**src/bfp_cfg.svh**
```systemverilog
// Purpose: constants of the bridge fault supervisor (offsets, fields, resets, times)
// Assumes: 40 MHz core clock
// Notes: times are in ns; cycle counts are derived in the module
`ifndef BFP_CFG_SVH
`define BFP_CFG_SVH
`define BFP_CLK_PERIOD_NS 25
`define BFP_TPD_FAST_NS 1500
`define BFP_TPD_SLOW_NS 4500
`define BFP_SLEW_STEPS 7
`define BFP_DEAD_NS 500
`define BFP_OCP_QUAL_NS 3000
`define BFP_RETRY_NS 4000000
`define BFP_WAKE_NS 50000
`define BFP_ADDR_CTRL 8'h00
`define BFP_ADDR_CMD 8'h04
`define BFP_ADDR_STATUS 8'h08
`define BFP_CTRL_RESET 8'h00
`define BFP_CMD_CLR_BIT 0
`define BFP_RESP_OKAY 2'h0
`define BFP_RESP_SLVERR 2'h2
`endif

```
**src/bfp_pkg.sv**
```systemverilog
// Purpose: types of the bridge fault supervisor
// Assumes: nothing
// Notes: control word occupies byte 0 of the control register
package bfp_pkg;
  typedef enum logic [1:0] {
    BFP_OCP_LATCH = 2'b00,
    BFP_OCP_RETRY = 2'b01,
    BFP_OCP_REPORT = 2'b10,
    BFP_OCP_OFF = 2'b11
  } bfp_ocp_policy_t;
  typedef enum logic [1:0] {
    BFP_MODE_PHEN = 2'b00,
    BFP_MODE_PWM = 2'b01,
    BFP_MODE_INDEP = 2'b10,
    BFP_MODE_RSVD = 2'b11
  } bfp_ctl_mode_t;
  typedef struct packed {
    logic [2:0] slew;
    logic pump_uv_protect_disable;
    bfp_ctl_mode_t mode;
    bfp_ocp_policy_t ocp;
  } bfp_ctrl_t;
  typedef struct packed {
    logic fault_line;
    logic core_ready;
    logic [3:0] fet_oc;
    logic oc;
    logic pump_undervolt_flag;
    logic supply_undervolt_flag;
    logic summary;
  } bfp_status_t;
endpackage

```
**src/bfp_top.sv**
```systemverilog
// Purpose: fault supervision, input deglitch and gate sequencing of an H-bridge
// Assumes: comparator and input pins are asynchronous; AXI4-Lite master keeps the protocol
// Notes: half-bridge h follows bridge_inputs[h] directly; oc_detect is {LS2,HS2,LS1,HS1}
// Summary of operation
// - bridge inputs pass a deglitch filter first
// - input-to-output delay 1.5 to 4.5 us by slew
// - turn conducting FET off before opposite on
// - any fault pulls fault indicator low
// - indicator held low until core ready
// - sleep while sleep input low, wake high
// - no serial output data while asleep
// - supply undervolt: outputs off, pump off, flags
// - supply undervolt end resumes, flag stays latched
// - pump undervolt: outputs off, pump on, flags
// - pump undervolt end resumes, flag stays latched
// - disable bit removes pump undervolt protection
// - overcurrent needs qualification time, pump stays on
// - independent mode handles halves separately
// - policy 00 latches off until clear
// - policy 01 retries after retry time
// - policy 10 reports only until clear
// - policy 11 ignores overcurrent entirely
`timescale 1ns/10ps
`include "bfp_cfg.svh"
module bfp_top #(
  parameter int RETRY_CYCLES = (`BFP_RETRY_NS + `BFP_CLK_PERIOD_NS - 1) / `BFP_CLK_PERIOD_NS
) (
  input wire logic aclk,
  input wire logic aresetn,
  input wire logic [7:0] s_axi_awaddr,
  input wire logic s_axi_awvalid,
  output logic s_axi_awready,
  input wire logic [31:0] s_axi_wdata,
  input wire logic [3:0] s_axi_wstrb,
  input wire logic s_axi_wvalid,
  output logic s_axi_wready,
  output logic [1:0] s_axi_bresp,
  output logic s_axi_bvalid,
  input wire logic s_axi_bready,
  input wire logic [7:0] s_axi_araddr,
  input wire logic s_axi_arvalid,
  output logic s_axi_arready,
  output logic [31:0] s_axi_rdata,
  output logic [1:0] s_axi_rresp,
  output logic s_axi_rvalid,
  input wire logic s_axi_rready,
  input wire logic [1:0] bridge_inputs,
  input wire logic sleep_control_n,
  input wire logic supply_uv_detect,
  input wire logic pump_uv_detect,
  input wire logic [3:0] oc_detect,
  output logic [1:0] hs_gate,
  output logic [1:0] ls_gate,
  output logic fault_indicator_n_o,
  output logic fault_indicator_n_oe,
  output logic pump_enable,
  output logic sdo_enable
);
  import bfp_pkg::*;

  localparam int TPD_FAST_CYC = (`BFP_TPD_FAST_NS + `BFP_CLK_PERIOD_NS - 1) / `BFP_CLK_PERIOD_NS;
  localparam int TPD_SLOW_CYC = (`BFP_TPD_SLOW_NS + `BFP_CLK_PERIOD_NS - 1) / `BFP_CLK_PERIOD_NS;
  localparam int DEAD_CYC = (`BFP_DEAD_NS + `BFP_CLK_PERIOD_NS - 1) / `BFP_CLK_PERIOD_NS;
  localparam int OCP_CYC = (`BFP_OCP_QUAL_NS + `BFP_CLK_PERIOD_NS - 1) / `BFP_CLK_PERIOD_NS;
  localparam int WAKE_CYC = (`BFP_WAKE_NS + `BFP_CLK_PERIOD_NS - 1) / `BFP_CLK_PERIOD_NS;
  localparam int RT_W = 24;

  // linear spread of the delay between fastest and slowest slew setting
  function automatic logic [7:0] tpd_cycles(input logic [2:0] s);
    int t;
    t = TPD_FAST_CYC + (int'(s) * (TPD_SLOW_CYC - TPD_FAST_CYC)) / `BFP_SLEW_STEPS;
    return t[7:0];
  endfunction

  // input synchronisers: {oc[3:0], pump uv, supply uv, sleep, inputs[1:0]}
  logic [8:0] raw;
  logic [8:0] s1_q;
  logic [8:0] s2_q;
  logic [8:0] s3_q;
  logic [8:0] filt_q;
  assign raw = {oc_detect, pump_uv_detect, supply_uv_detect, sleep_control_n, bridge_inputs};

  // sleep bit resets to awake: no false wake edge, and the line goes low at once
  always_ff @(posedge aclk) begin
    if (!aresetn) begin
      s1_q <= 9'h004;
      s2_q <= 9'h004;
      s3_q <= 9'h004;
      filt_q <= 9'h004;
    end else begin
      s1_q <= raw;
      s2_q <= s1_q;
      s3_q <= s2_q;
      filt_q <= (~(s2_q ^ s3_q) & s3_q) | ((s2_q ^ s3_q) & filt_q);
    end
  end

  logic [1:0] in_f;
  logic slp_n;
  logic suv_raw;
  logic puv_raw;
  logic [3:0] oc_raw;
  assign in_f = filt_q[1:0];
  assign slp_n = filt_q[2];
  assign suv_raw = filt_q[3];
  assign puv_raw = filt_q[4];
  assign oc_raw = filt_q[8:5];

  // register file state
  bfp_ctrl_t ctrl_q;
  logic clr_reg_q;
  bfp_status_t status;
  logic puv_active;
  assign puv_active = puv_raw & ~ctrl_q.pump_uv_protect_disable;

  // sleep and wake
  logic [11:0] wake_cnt_q;
  logic slp_prev_q;
  logic core_ready;
  logic clr;
  always_ff @(posedge aclk) begin
    if (!aresetn) begin
      wake_cnt_q <= 12'(WAKE_CYC);
      slp_prev_q <= 1'b1;
    end else begin
      slp_prev_q <= slp_n;
      if (!slp_n) begin
        wake_cnt_q <= 12'(WAKE_CYC);
      end else if (wake_cnt_q != 12'h000) begin
        wake_cnt_q <= wake_cnt_q - 12'h001;
      end
    end
  end
  assign core_ready = slp_n & (wake_cnt_q == 12'h000);
  // a sleep pulse ending counts as a clear command, same as the register bit
  assign clr = clr_reg_q | (slp_n & ~slp_prev_q);

  // overcurrent qualification per transistor
  logic [3:0] oc_qual_q;
  genvar gi;
  generate
    for (gi = 0; gi < 4; gi++) begin : g_oc
      logic [7:0] cnt_q;
      always_ff @(posedge aclk) begin
        if (!aresetn) begin
          cnt_q <= 8'h00;
          oc_qual_q[gi] <= 1'b0;
        end else if (!oc_raw[gi]) begin
          cnt_q <= 8'h00;
          oc_qual_q[gi] <= 1'b0;
        end else if (cnt_q == 8'(OCP_CYC - 1)) begin
          oc_qual_q[gi] <= 1'b1;
        end else begin
          cnt_q <= cnt_q + 8'h01;
        end
      end
    end
  endgenerate

  // per half-bridge policy and drive
  logic indep;
  logic [1:0] ev_h;
  logic [1:0] cond_h;
  logic [1:0] shut_q;
  logic [1:0] lvl_q;
  logic fault_act;
  assign indep = (ctrl_q.mode == BFP_MODE_INDEP);
  assign ev_h = {oc_qual_q[3] | oc_qual_q[2], oc_qual_q[1] | oc_qual_q[0]};
  assign cond_h = {oc_raw[3] | oc_raw[2], oc_raw[1] | oc_raw[0]};

  genvar gh;
  generate
    for (gh = 0; gh < 2; gh++) begin : g_half
      logic grp_ev;
      logic grp_cond;
      logic shut_eff;
      logic en;
      logic hs_t;
      logic ls_t;
      logic [RT_W-1:0] rt_q;
      logic [7:0] dg_q;
      logic [7:0] dead_q;
      assign grp_ev = indep ? ev_h[gh] : |ev_h;
      assign grp_cond = indep ? cond_h[gh] : |cond_h;
      assign shut_eff = indep ? shut_q[gh] : |shut_q;

      always_ff @(posedge aclk) begin
        if (!aresetn) begin
          shut_q[gh] <= 1'b0;
          rt_q <= '0;
        end else begin
          case (ctrl_q.ocp)
            BFP_OCP_LATCH: begin
              if (grp_ev) begin
                shut_q[gh] <= 1'b1;
              end else if (clr && !grp_cond) begin
                shut_q[gh] <= 1'b0;
              end
            end
            BFP_OCP_RETRY: begin
              if (grp_ev && !shut_q[gh]) begin
                shut_q[gh] <= 1'b1;
                rt_q <= RT_W'(RETRY_CYCLES - 1);
              end else if (shut_q[gh]) begin
                if (rt_q != '0) begin
                  rt_q <= rt_q - RT_W'(1);
                end else if (!grp_cond) begin
                  shut_q[gh] <= 1'b0;
                end
              end
            end
            default: begin
              shut_q[gh] <= 1'b0;
            end
          endcase
        end
      end

      // a change must hold for the full delay; shorter pulses restart the count
      always_ff @(posedge aclk) begin
        if (!aresetn) begin
          dg_q <= 8'h00;
          lvl_q[gh] <= 1'b0;
        end else if (in_f[gh] == lvl_q[gh]) begin
          dg_q <= 8'h00;
        end else if (dg_q + 8'h01 >= tpd_cycles(ctrl_q.slew)) begin
          lvl_q[gh] <= in_f[gh];
          dg_q <= 8'h00;
        end else begin
          dg_q <= dg_q + 8'h01;
        end
      end

      assign en = core_ready & ~suv_raw & ~puv_active & ~shut_eff;
      assign hs_t = en & lvl_q[gh];
      assign ls_t = en & ~lvl_q[gh];

      // off is immediate, on waits for the dead count and the other FET off
      always_ff @(posedge aclk) begin
        if (!aresetn) begin
          hs_gate[gh] <= 1'b0;
          ls_gate[gh] <= 1'b0;
          dead_q <= 8'h00;
        end else begin
          hs_gate[gh] <= hs_t & (dead_q == 8'h00) & ~ls_gate[gh];
          ls_gate[gh] <= ls_t & (dead_q == 8'h00) & ~hs_gate[gh];
          if ((hs_gate[gh] & ~hs_t) | (ls_gate[gh] & ~ls_t)) begin
            dead_q <= 8'(DEAD_CYC);
          end else if (dead_q != 8'h00) begin
            dead_q <= dead_q - 8'h01;
          end
        end
      end
    end
  endgenerate

  // latched flags; a set in the clear cycle wins
  logic reporting;
  logic [3:0] fet_flag_q;
  logic [3:0] fet_flag_d;
  logic suv_flag_q;
  logic puv_flag_q;
  logic oc_flag_q;
  logic summary_q;
  logic suv_flag_d;
  logic puv_flag_d;
  assign reporting = (ctrl_q.ocp != BFP_OCP_OFF);
  assign fet_flag_d = ({4{reporting}} & oc_qual_q) | (fet_flag_q & ~({4{clr}} & ~oc_raw));
  assign suv_flag_d = suv_raw | (suv_flag_q & ~(clr & ~suv_raw));
  assign puv_flag_d = puv_active | (puv_flag_q & ~(clr & ~puv_raw));

  always_ff @(posedge aclk) begin
    if (!aresetn) begin
      fet_flag_q <= 4'h0;
      suv_flag_q <= 1'b0;
      puv_flag_q <= 1'b0;
      oc_flag_q <= 1'b0;
      summary_q <= 1'b0;
    end else begin
      fet_flag_q <= fet_flag_d;
      suv_flag_q <= suv_flag_d;
      puv_flag_q <= puv_flag_d;
      oc_flag_q <= |fet_flag_d;
      summary_q <= (|fet_flag_d) | suv_flag_d | puv_flag_d;
    end
  end

  // fault line; released while asleep since the core is down
  assign fault_act = slp_n & (~core_ready | suv_raw | puv_active | (|shut_q) |
                     ((ctrl_q.ocp == BFP_OCP_REPORT) & oc_flag_q));

  always_ff @(posedge aclk) begin
    if (!aresetn) begin
      fault_indicator_n_o <= 1'b0;
      fault_indicator_n_oe <= 1'b0;
      pump_enable <= 1'b0;
      sdo_enable <= 1'b0;
    end else begin
      fault_indicator_n_o <= 1'b0;
      fault_indicator_n_oe <= fault_act;
      pump_enable <= slp_n & ~suv_raw;
      sdo_enable <= slp_n;
    end
  end

  assign status = '{fault_line: fault_indicator_n_oe, core_ready: core_ready,
                    fet_oc: fet_flag_q, oc: oc_flag_q, pump_undervolt_flag: puv_flag_q,
                    supply_undervolt_flag: suv_flag_q, summary: summary_q};

  // AXI4-Lite write side: address and data taken in either order
  logic aw_hold_q;
  logic w_hold_q;
  logic [7:0] awaddr_q;
  logic [31:0] wdata_q;
  logic [3:0] wstrb_q;
  logic do_write;
  assign do_write = aw_hold_q & w_hold_q & ~s_axi_bvalid;

  always_ff @(posedge aclk) begin
    if (!aresetn) begin
      aw_hold_q <= 1'b0;
      w_hold_q <= 1'b0;
      awaddr_q <= 8'h00;
      wdata_q <= 32'h0000_0000;
      wstrb_q <= 4'h0;
      s_axi_awready <= 1'b1;
      s_axi_wready <= 1'b1;
      s_axi_bvalid <= 1'b0;
      s_axi_bresp <= `BFP_RESP_OKAY;
    end else begin
      if (s_axi_awvalid && s_axi_awready) begin
        aw_hold_q <= 1'b1;
        awaddr_q <= s_axi_awaddr;
        s_axi_awready <= 1'b0;
      end
      if (s_axi_wvalid && s_axi_wready) begin
        w_hold_q <= 1'b1;
        wdata_q <= s_axi_wdata;
        wstrb_q <= s_axi_wstrb;
        s_axi_wready <= 1'b0;
      end
      if (do_write) begin
        aw_hold_q <= 1'b0;
        w_hold_q <= 1'b0;
        s_axi_bvalid <= 1'b1;
        if (awaddr_q == `BFP_ADDR_CTRL || awaddr_q == `BFP_ADDR_CMD ||
            awaddr_q == `BFP_ADDR_STATUS) begin
          s_axi_bresp <= `BFP_RESP_OKAY;
        end else begin
          s_axi_bresp <= `BFP_RESP_SLVERR;
        end
      end
      if (s_axi_bvalid && s_axi_bready) begin
        s_axi_bvalid <= 1'b0;
        s_axi_awready <= 1'b1;
        s_axi_wready <= 1'b1;
      end
    end
  end

  always_ff @(posedge aclk) begin
    if (!aresetn) begin
      ctrl_q <= bfp_ctrl_t'(`BFP_CTRL_RESET);
      clr_reg_q <= 1'b0;
    end else begin
      clr_reg_q <= 1'b0;
      if (do_write && wstrb_q[0]) begin
        if (awaddr_q == `BFP_ADDR_CTRL) begin
          ctrl_q <= bfp_ctrl_t'(wdata_q[7:0]);
        end
        if (awaddr_q == `BFP_ADDR_CMD) begin
          clr_reg_q <= wdata_q[`BFP_CMD_CLR_BIT];
        end
      end
    end
  end

  // AXI4-Lite read side: one outstanding read, data one cycle after address
  always_ff @(posedge aclk) begin
    if (!aresetn) begin
      s_axi_arready <= 1'b1;
      s_axi_rvalid <= 1'b0;
      s_axi_rdata <= 32'h0000_0000;
      s_axi_rresp <= `BFP_RESP_OKAY;
    end else begin
      if (s_axi_arvalid && s_axi_arready) begin
        s_axi_arready <= 1'b0;
        s_axi_rvalid <= 1'b1;
        s_axi_rresp <= `BFP_RESP_OKAY;
        case (s_axi_araddr)
          `BFP_ADDR_CTRL: s_axi_rdata <= {24'h00_0000, ctrl_q};
          `BFP_ADDR_CMD: s_axi_rdata <= 32'h0000_0000;
          `BFP_ADDR_STATUS: s_axi_rdata <= {22'h00_0000, status};
          default: begin
            s_axi_rdata <= 32'h0000_0000;
            s_axi_rresp <= `BFP_RESP_SLVERR;
          end
        endcase
      end
      if (s_axi_rvalid && s_axi_rready) begin
        s_axi_rvalid <= 1'b0;
        s_axi_arready <= 1'b1;
      end
    end
  end
endmodule

```
**config.mk**
```make
export PLATFORM = sky130hd
export DESIGN_NAME = bfp_top
export DESIGN_NICKNAME = d
export VERILOG_FILES = /design/src/bfp_pkg.sv /design/src/bfp_top.sv
export VERILOG_INCLUDE_DIRS = /design/src
export SDC_FILE = /design/constraint.sdc
export NUM_CORES = 1
export LEC_CHECK = 0
export BUFFER_PORTS_ARGS = -buffer_cell sky130_fd_sc_hd__buf_4
export CORE_MARGIN = 4
export CORE_UTILIZATION = 55
export DETAILED_ROUTE_END_ITERATION = 16
export PLACE_DENSITY = 0.75
export SLEW_MARGIN = 40
export SYNTH_ARGS = -nofsm -noshare
export SYNTH_HDL_FRONTEND = slang
export SYNTH_SLANG_ARGS = --single-unit
export TNS_END_PERCENT = 5
```
**constraint.sdc**
```tcl
create_clock -name aclk -period 10.2 [get_ports aclk]
set_input_delay 2.04 -clock aclk [delete_from_list [all_inputs] [get_ports aclk]]
set_output_delay 2.04 -clock aclk [all_outputs]
set_load 0.005 [all_outputs]
```
## Word-level counts from Yosys, hierarchy flattened

Index checks and enable logic that the tools add are counted.

- $add $sub $neg: 12
- $mul: 1
- Divide/modulo/power cells: 1
- $lt $le $gt $ge: 2
- Equality and inequality tests: 16
- Mux-type cells: 33
- Bitwise gates (word level): 82
- Reductions and logical operators: 56

Operator list:

| cell | number |
|---|---|
| 24-bit two-way mux | 6 |
| 8-bit by 1-bit adder with 8-bit output, second input constant | 6 |
| 24-bit nonzero test | 2 |
| 24-bit by 1-bit subtractor with 24-bit output, second input constant | 2 |
| 1-bit bitwise AND | 32 |
| 32-bit by 4-bit divider with 32-bit output, second input constant | 1 |
| 8-bit by 7-bit equality test with 1-bit output, second input constant | 4 |
| 8-bit logical NOT | 4 |
| 1-bit NOT | 24 |
| 5-bit two-way mux | 4 |
| 10-bit case mux with 2 select lines | 1 |
| 9-bit bitwise AND | 2 |
| 1-bit two-way mux | 18 |
| 8-bit by 3-bit equality test with 1-bit output, second input constant | 2 |
| 8-bit by 4-bit equality test with 1-bit output, second input constant | 2 |
| 8-bit greater-or-equal comparator | 2 |
| 2-bit AND reduction | 8 |
| 8-bit nonzero test | 2 |
| 2-bit OR reduction | 8 |
| 8-bit by 1-bit subtractor with 8-bit output, second input constant | 2 |
| 1-bit bitwise OR | 15 |
| 4-bit bitwise AND | 3 |
| 12-bit logical NOT | 1 |
| 12-bit nonzero test | 1 |
| other kinds (23) | 51 |

- Flip-flop bits (word level): 253
- Bits of input ports: 68
- Output and inout port bits: 49
- Logic and storage cells: 259

## Longest topological paths before layout

Gate-level depths: netlist of run 1.

- Word-level depth: 10
- Depth in mapped cells: 41
- Mapped depth without buffers: 39

## Least setup slack after synthesis of run 1

No wires, ideal clock.

- Path kind: register -> register
- Start: reg ctrl_q[5] (netlist name)
- End: reg g_half[0].dg_q[2]
- Setup time: 0.068 ns
- Data arrival time: 7.674 ns
- Required time: 10.132 ns
- Path slack: 2.458 ns
- Stages on the path, launching flop included: 39
- Buffers on the path: 1
- Clock period less this slack: 7.742 ns
- Cells stage by stage: dfxtp_1 -> fa_1 -> ha_1 -> fa_1 -> buf_4 -> xnor2_1 -> a32oi_2 -> nand2_4 -> ha_1 -> a2111o_1 -> mux2_4 -> a211o_1 -> o22ai_4 -> mux2_4 -> inv_1 -> ha_1 -> nand2_1 -> and3_1 -> [3 not listed] -> ha_1 -> or3b_2 -> o211ai_1 -> nor3b_1 -> a2bb2oi_1 -> ha_1 -> nand2b_1 -> a21oi_1 -> nor2b_1 -> o21ai_0 -> nand2b_1 -> a21oi_1 -> nor2b_1 -> o21ai_0 -> nand2b_1 -> a21oi_1 -> nand3_1 -> nor2b_1

- Cells in the longest elaborated chain, start to end: 5

Ends and longest elaborated chain:

| what | line | RTL |
|---|---|---|
| from (decl) | bfp_top.sv:110 | `bfp_ctrl_t ctrl_q;` |
| from (signal assigned) | bfp_top.sv:363 | `` ctrl_q <= bfp_ctrl_t'(`BFP_CTRL_RESET); `` |
| from (signal assigned) | bfp_top.sv:369 | `ctrl_q <= bfp_ctrl_t'(wdata_q[7:0]);` |
| 3-bit by 4-bit multiplier with 7-bit output | bfp_top.sv:71 | `` t = TPD_FAST_CYC + (int'(s) * (TPD_SLOW_CYC - TPD_FAST_CYC)) / `BFP_SLEW_STEPS; `` |
| 32-bit by 4-bit divider with 32-bit output (no line) | - |  |
| 7-bit by 8-bit adder with 8-bit output (no line) | - |  |
| 8-bit greater-or-equal comparator | bfp_top.sv:226 | `end else if (dg_q + 8'h01 >= tpd_cycles(ctrl_q.slew)) begin` |
| 3-bit OR reduction (no line) | - |  |
| to (signal assigned) | bfp_top.sv:230 | `dg_q <= dg_q + 8'h01;` |
| to (decl) | bfp_top.sv:181 | `logic [7:0] dg_q;` |

Every way passes these cells.
A chain may end at the register's enable or synchronous reset.

## Final worst setup path of run 1

- Start: reg ctrl_q[5] (netlist name)
- End: reg g_half[0].dg_q[4]

The elaborated chain is that of the path after synthesis.

==> results by stage, run 1 <==
Critical path:
- The most prevalent standard cell on the critical path is sky130_fd_sc_hd__ha_1.
- The most critical setup path has its startpoint at ctrl_q[5].
- For the worst setup path, the data arrival time is 9520 ps.
- The maximum cell stage delay along the critical path is 700 ps.
- The critical path is of the register to register type.
- The worst register-to-register path begins at ctrl_q[5].
- The slowest stage of the critical path is the sky130_fd_sc_hd__dfxtp_1 cell.
- STA classifies the critical path startpoint as a register.
- Along the worst path, the maximum fanout reaches 14.
- The critical path capture point type is a register.
- For the worst setup path, the data required time is 10,630 ps.

STA:
- The final-report hold violation count is 0.
- Derived from the worst setup path, the maximum achievable clock frequency is 0.110 GHz.
- The shortest period the worst path allows is 9090 ps.
- Setup repair after global routing left no endpoint under its margin.
- Clock skew on the completed layout was measured at 6.63 ps.
- The final setup TNS is 0 ps.
- The period utilization is 0.891.
- Measured against its own limit, the worst slew margin works out to 0.465.
- The final-report max-slew violation count was 0.
- Setup violations remaining at the end of the flow were counted as 0.
- The slew at the pin closest to its max-slew limit is 802 ps.

Floorplan:
- The region available for standard cell placement spans 19,600 um2.
- The die span in x is 150 um.
- The row count is 51.
- The count of boundary I/O pins is 117.
- The initial core utilization is 0.564.
- The die footprint is 22,400 um2.
- In this run the vertical extent of the chip is 150 um.

Route:
- Dividing the detail-routed via count by the number of cells gives 5.40.
- In this run the top signal layer used is met4.
- In the routed design, unresolved DRC markers number 0.
- The amount of wire on met2 after detailed routing is 10.5 mm.
- The final antenna-violating net count is 0.
- The met1 layer wirelength in the final routing is 10.6 mm.
- Summed over all layers, the routed wires come to 22.6 mm.
- The length of routed met3 wiring is 1.11 mm.
- The vias after detailed routing is 8,783.
- The number of DRC markers in iteration 0 is 413.
- The first TritonRoute pass finished after 5 iterations.
- The average detailed-routed wire length per instance is 13.9 um.

Yosys:
- By count the netlist is led by 229 x sky130_fd_sc_hd__dfxtp_1, 167 x sky130_fd_sc_hd__nor2_1, 104 x sky130_fd_sc_hd__nand2_1.
- The cell area after synthesis is 11,000 um2.
- In the synthesized netlist the dominant register cell turns out to be sky130_fd_sc_hd__dfxtp_1.
- The post-synthesis cell type with the largest combined area is sky130_fd_sc_hd__dfxtp_1.
- In this run, synthesis inferred 0 flip-flops with an integrated enable.
- The gate count of the mapped netlist is 1,289.
- After synthesis the netlist holds a flip-flop and latch count of 229.
- After synthesis, the mean cell area works out to 8.57 um2.
- During synthesis, Yosys emitted a total of 0 warnings.
- The post-synthesis cell type count is 72.
- Of the post-synthesis cell area, the dominant cell type holds 0.415.
- sky130_fd_sc_hd__dfxtp_1 is the most common cell in the netlist.
- The share of the Yosys chip area taken by registers is 0.415.
- After synthesis, the share of flip-flops with an asynchronous set or reset is 0.
- Yosys attributes the largest share of cell area to sky130_fd_sc_hd__dfxtp_1 42%, sky130_fd_sc_hd__nor2_1 5.7%, sky130_fd_sc_hd__ha_1 5.0%, sky130_fd_sc_hd__a21oi_1 4.6%, sky130_fd_sc_hd__xnor2_1 4.1%.

Min path:
- The beginning of the worst hold path is s1_q[2].
- The worst hold-check path type is register to register.

Placement:
- In this run the cell area measured after placement is 11,600 um2.
- Routability-driven placement finished with a final weighted congestion of 0.894.
- The detailed placement HPWL is 16.1 mm.
- The count of buffers added on input and output ports is 64.

Power and ir drop:
- The power density over the cells is 164 nW/um2.
- The worst-case IR drop observed on VDD is 0.143 mV.
- The total power after layout is 2040 uW.
- The analysis attributes to cell leakage a power of 0.00499 uW.

Clock tree:
- TritonCTS built the clock tree.
- The longest clock path from root to sink contains 3 buffers.
- The later pin in the worst-skew pair is clocked with a latency of 510 ps.
- The clock transition at the registers of the reported paths is 60 ps.
- In this run, post-CTS repair resized a total of 0 instances.
- In this run the post-CTS setup repair buffer count came out at 0.
- The hold buffer count at cts is 0.
- The number of sinks handled by clock tree synthesis is 229.
- The number of clock buffers inserted by TritonCTS is 24.
- In this run the number of H-tree levels came out at 1.
- In this run the clock root is driven by a sky130_fd_sc_hd__clkbuf_16.

Outcome:
- The flow ran to the end, and the final reports show no timing, DRC or antenna violations.

Finish:
- The net total in the final layout is 1,459.
- Once layout is complete, the utilization of the core stands at 0.635.
- The proportion of layout cells with a drive suffix above 1 is 0.0955.
- The design area is 12,400 um2.
- The number of antenna diodes in the final layout is 0.
- The area added between synthesis and finish is 12.6%.

GRT:
- The initial antenna violation count is 0.
- The number of global-route vias before repair is 8,055.
- For this run, the total global-route usage over all layers was measured as 0.197.
- Entering global routing, the biggest net connects 77 pins.
- The first global-routing pass estimated 37.7 mm of wire.
- The sum of overflow across all layers after global routing is 0.

Job:
- Max-cap violations in this run came to 0.
==> logic make-up after synthesis <==
group,share of synthesized area
mux,0.0298
compound gates,0.134
buf+inv,0.0451
flops,0.415
simple gates,0.242
xor+xnor,0.0785
fa+ha+maj,0.0553
other cells,0.000340
==> state kept, by name, summed over array words and instances (netlist names), 10 cells and up, named ones only <==
| signal | cells |
|---|---|
| g_half.dead_q | 16 |
| wake_cnt_q | 12 |
| g_oc.cnt_q | 32 |
| g_half.dg_q | 16 |
| s_axi_rdata | 10 |
| g_half.rt_q | 48 |
==> power by group <==
group / total (uW) / internal (uW) / switching, uW
Combinational: 205 / 92.3 / 113
Sequential: 970 / 938 / 32.3
Clock: 868 / 523 / 344
Total: 2040 / 1550 / 489
==> metal layers <==
| layer | vias up | track usage |
|---|---|---|
| met5 | - | 0 |
| met4 | 0 | 0.0444 |
| met2 | 168 | 0.333 |
| met3 | 27 | 0.0282 |
| met1 | 4042 | 0.271 |
| li1 | 4546 | - |
==> final cells by class <==
class	count	area, um2
clock buffers	36	737
clock inverters	7	63.8
fillers	1670	7160
inverters	39	146
multi-input cells	983	6060
flip-flops and latches	229	4580
well taps	265	332
repair buffers	67	503
==> critical path, delay by kind of cell, from the launching register on <==
family	cells	cell delay, ps
muxes	2	530
xor gates and xnor gates	1	220
DFF	1	700
adders and majority gates	7	2430
AOI/OAI and AO/OA	12	2690
and+or+nand+nor	14	2370
buffers and inverters	1	60
==> cell usage in the layout, fill, tap and decap left out, types with 31 or more instances in the layout <==
master,Yosys,final
sky130_fd_sc_hd__dfxtp_1,229,229
sky130_fd_sc_hd__nor2_1,167,167
sky130_fd_sc_hd__nand2_1,104,104
sky130_fd_sc_hd__a21oi_1,102,102
sky130_fd_sc_hd__buf_4,27,67
sky130_fd_sc_hd__nand3_1,53,53
sky130_fd_sc_hd__o21ai_0,52,52
sky130_fd_sc_hd__xnor2_1,52,52
sky130_fd_sc_hd__xor2_1,47,47
sky130_fd_sc_hd__nor3_1,45,45
sky130_fd_sc_hd__ha_1,44,44
sky130_fd_sc_hd__inv_1,37,37
sky130_fd_sc_hd__and2_1,33,33
sky130_fd_sc_hd__nand2b_1,31,31
==> final timing paths <==
| kind | to | slack, ps | cells past startpoint |
|---|---|---|---|
| setup reg to reg | g_half[0].dg_q[4] | 1110 | 37 |
| setup / recovery | g_half[0].dg_q[4] | 1110 | 37 |
| hold / removal | s2_q[2] | 410 | 1 |
| hold reg to reg | s2_q[2] | 410 | 1 |
==> stage by stage <==
| stage | setup WS, ps | cells | hold slack [ps] |
|---|---|---|---|
| floorplan | 2460 | 1313 | 386 |
| global placement | 1320 | 1583 | 395 |
| detailed placement | 1130 | 1583 | 403 |
| CTS | 1080 | 1626 | 417 |
| global route | 318 | 1626 | 446 |
| finish | 1110 | 1626 | 410 |
Note: power is estimated with default switching activity, not from simulation.
==> run 2: changes to the inputs <==
--- a/config.mk
+++ b/config.mk
@@ -8,9 +8,9 @@
 export LEC_CHECK = 0
 export BUFFER_PORTS_ARGS = -buffer_cell sky130_fd_sc_hd__buf_4
 export CORE_MARGIN = 4
-export CORE_UTILIZATION = 55
+export CORE_UTILIZATION = 53
 export DETAILED_ROUTE_END_ITERATION = 16
-export PLACE_DENSITY = 0.75
+export PLACE_DENSITY = 0.76
 export SLEW_MARGIN = 40
 export SYNTH_ARGS = -nofsm -noshare
 export SYNTH_HDL_FRONTEND = slang
==> constraint.sdc (replaced) <==
create_clock -name aclk -period 7.7 [get_ports aclk]
set_input_delay 1.54 -clock aclk [delete_from_list [all_inputs] [get_ports aclk]]
set_output_delay 1.54 -clock aclk [all_outputs]
set_load 0.005 [all_outputs]
==> results by stage, run 2 (synthesized netlist as in run 1, its figures left out) <==
Outcome:
- The flow ran to the end, and the final reports show no timing, DRC or antenna violations.

Power and ir drop:
- The worst voltage drop across the vdd grid was 0.145 mV (+1.2%).
- The power density over the cells is 206 nW/um2 (+26%).
- The total power after layout is 2690 uW (+32%).
- The leakage power came to 0.00525 uW (+5.2%).

GRT:
- The global-route wire length before repair is 39.2 mm (+4.0%).
- The initial antenna violation count is 0 (unchanged).
- The maximum number of pins on one net before global-route repair is 72 (-6.5%).
- The number of global-route vias before repair is 8,621 (+7.0%).
- The overall fraction of global-route tracks in use is 0.191 (-0.00683).
- The sum of overflow across all layers after global routing is 0 (unchanged).

Finish:
- In the final layout, the registers with the most flip-flops are g_half.rt_q: 48 flops, g_oc.cnt_q: 32 flops.
- The design area came to 13,100 um2 (+5.0%).
- The number of diodes is 0 (unchanged).
- The net total in the final layout was 1,506 (+3.2%).
- The library cell used most frequently in the layout, excluding fill and tap cells, is sky130_fd_sc_hd__dfxtp_1.
- The most flop-heavy register is g_half.rt_q.
- The top cell types in the final layout, fill and taps aside, are 227 x sky130_fd_sc_hd__dfxtp_1, 167 x sky130_fd_sc_hd__nor2_1, 111 x sky130_fd_sc_hd__buf_4.
- The area growth from synthesis to layout is 18.2%.
- The flip-flop count of the largest register, all copies and words added is 48 (unchanged).
- The proportion of layout cells with a drive suffix above 1 is 0.152 (+0.0566).
- The core occupancy in the finished layout came to 0.641 (+0.00659).

Clock tree:
- The clock transition at the registers of the reported paths is 60 ps (about the same).
- The deepest clock path buffer count is 3 (unchanged).
- The H-tree depth is 1 (unchanged).
- The number of clock buffers inserted by TritonCTS is 25 (+4.2%).
- The clock latency of the later-clocked register in the worst-skew pair is 520 ps (about the same).
- The number of sinks handled by clock tree synthesis is 229 (unchanged).
- The tree is rooted in a sky130_fd_sc_hd__clkbuf_16.
- The hold buffer count at cts is 0 (unchanged).
- The TritonCTS clock tree is built.

STA:
- The period utilization was 0.972 (+0.0809).
- The maximum clock frequency came to 0.134 GHz (+21%).
- The worst hold margin came to 413 ps (+3.00 ps).
- The final-report max-slew violation count is 0 (unchanged).
- The slew at the pin closest to its max-slew limit is 781 ps (-21.1 ps).
- The final setup TNS is 0 ps (unchanged).
- The count of final setup violators was 0 (unchanged).
- Setup repair after global routing could not meet its margin everywhere.
- The worst-case headroom to the max-slew limit is 0.479 (+0.0140).
- The final clock skew was 22.8 ps (+16.2 ps).
- The final-report hold violation count is 0 (unchanged).
- The shortest period the worst path allows is 7480 ps (-1600 ps).

Critical path:
- The critical path capture point type is a register.
- The critical-path maximum fanout is 7 (-7).
- The setup slack of the worst register-to-register path is 220 ps (-900 ps).
- The terminus of the critical flop-to-flop path is lvl_q[0].
- The startpoint type of the worst setup path is a register.
- The number of cell instances on the worst register-to-register path came to 38 (+2.7%).
- The cell at the slowest stage of the critical path is sky130_fd_sc_hd__fa_1.
- The data required time of the critical path is 8060 ps (-2570 ps).
- By instance count, the cell type seen most on the critical path is sky130_fd_sc_hd__a21oi_2.
- The startpoint identified for the worst register-to-register timing path is ctrl_q[7].
- The end of the critical path is lvl_q[0].
- The maximum cell stage delay along the critical path came to 510 ps (-190 ps).
- The setup path with the least slack is of type register to register.
- The launching element of the worst setup path is ctrl_q[7].
- The data arrival time of the critical path is 7840 ps (-1680 ps).

Floorplan:
- The die span in x was 152 um (+1.8%).
- The initial core utilization was 0.542 (-0.0214).
- The row count is 52 (+2.0%).
- The core area was 20,400 um2 (+4.0%).
- The count of boundary I/O pins is 117 (unchanged).
- The die footprint is 23,200 um2 (+3.6%).
- The vertical die dimension is 152 um (+1.8%).

Route:
- The average detailed-routed wire length per instance came to 14.0 um (+1.0%).
- The total detailed-routing wirelength is 23.5 mm (+4.2%).
- The vias after detailed routing was 9,114 (+3.8%).
- The final antenna-violating net count is 0 (unchanged).
- The number of detailed-routing iterations run before antenna repair is 6 (+1).
- The ratio of routed vias to standard cells came to 5.43 (+0.61%).
- The post-route DRC violation count is 0 (unchanged).
- The number of DRC markers in iteration 0 is 495 (+20%).

Placement:
- The global placer's final weighted congestion was 0.892 (-0.27%).
- The detailed placement HPWL is 16.4 mm (+2.1%).
- The count of buffers from port buffering is 64 (unchanged).
- The cell area reported after detailed placement is 11,900 um2 (+2.6%).

Min path:
- The tightest min-delay check is of the register to register type.

Job:
- The max-capacitance violation count is 0 (unchanged).
==> run 2: cell count changes in the layout (fill, tap and decap cells not counted), moves of 3 or more <==
cell / before / now
sky130_fd_sc_hd__a21oi_1: 102 / 95
sky130_fd_sc_hd__o21ai_1: 1 / 5
sky130_fd_sc_hd__nand3_1: 53 / 49
sky130_fd_sc_hd__ha_1: 44 / 38
sky130_fd_sc_hd__a21oi_2: 0 / 6
sky130_fd_sc_hd__buf_4: 67 / 111
sky130_fd_sc_hd__ha_4: 0 / 4
sky130_fd_sc_hd__o21ai_0: 52 / 48
sky130_fd_sc_hd__nand3_2: 0 / 3
==> run 2: per-stage QoR <==
stage	cells	worst slack, ps
floorplan	1313	-18.4
global placement	1627	-91.6
detailed placement	1627	-242
CTS	1671	25.1
global route	1677	-203
finish	1677	218
==> run 2: worst min-delay path by stage <==
stage / cells past startpoint / endpoint / slack (ps) / from
6_report: 1 / s2_q[2] / 410 / s1_q[2]
5_1_grt: 1 / s2_q[2] / 440 / s1_q[2]
4_1_cts: 1 / s2_q[2] / 420 / s1_q[2]
3_5_place_dp: 1 / s2_q[2] / 400 / s1_q[2]
3_3_place_gp: 1 / s2_q[2] / 390 / s1_q[2]
2_1_floorplan: 1 / s2_q[2] / 390 / s1_q[2]
==> run 2: cell type report <==
type / count / area, um2
Tap cell: 270 / 338
Inverter: 39 / 149
Sequential cell: 229 / 4590
Clock inverter: 8 / 76.3
Timing Repair Buffer: 113 / 856
Multi-Input combinational cell: 983 / 6340
Clock buffer: 35 / 713
Fill cell: 1665 / 7310
==> run 2: layer usage <==
metal | up-vias | global-route usage | part of all wire
li1 | 4636 | - | -
met1 | 4233 | 0.256 | 0.46
met2 | 220 | 0.320 | 0.47
met3 | 25 | 0.0327 | 0.058
met4 | 0 | 0.0471 | 0.015
met5 | - | 0 | 0
==> run 2: where the power goes <==
part	internal, uW	switching [uW]
clock	678	457
combinational	123	150
sequential	1240	42.9
==> run 2: critical path, delay by kind of cell, from the launching register on <==
kind | cells | cell delay (ps)
compound gates | 12 | 2370
fa+ha+maj | 7 | 2020
simple gates | 12 | 1420
mux | 3 | 650
buf+inv | 3 | 350
flops | 1 | 330
xor+xnor | 1 | 180
==> run 2: timing repair <==
action,in CTS,in global routing
buffers inserted,1,6
pin swaps,6,35
setup endpoints to repair,18,18
gates resized for setup,10,45
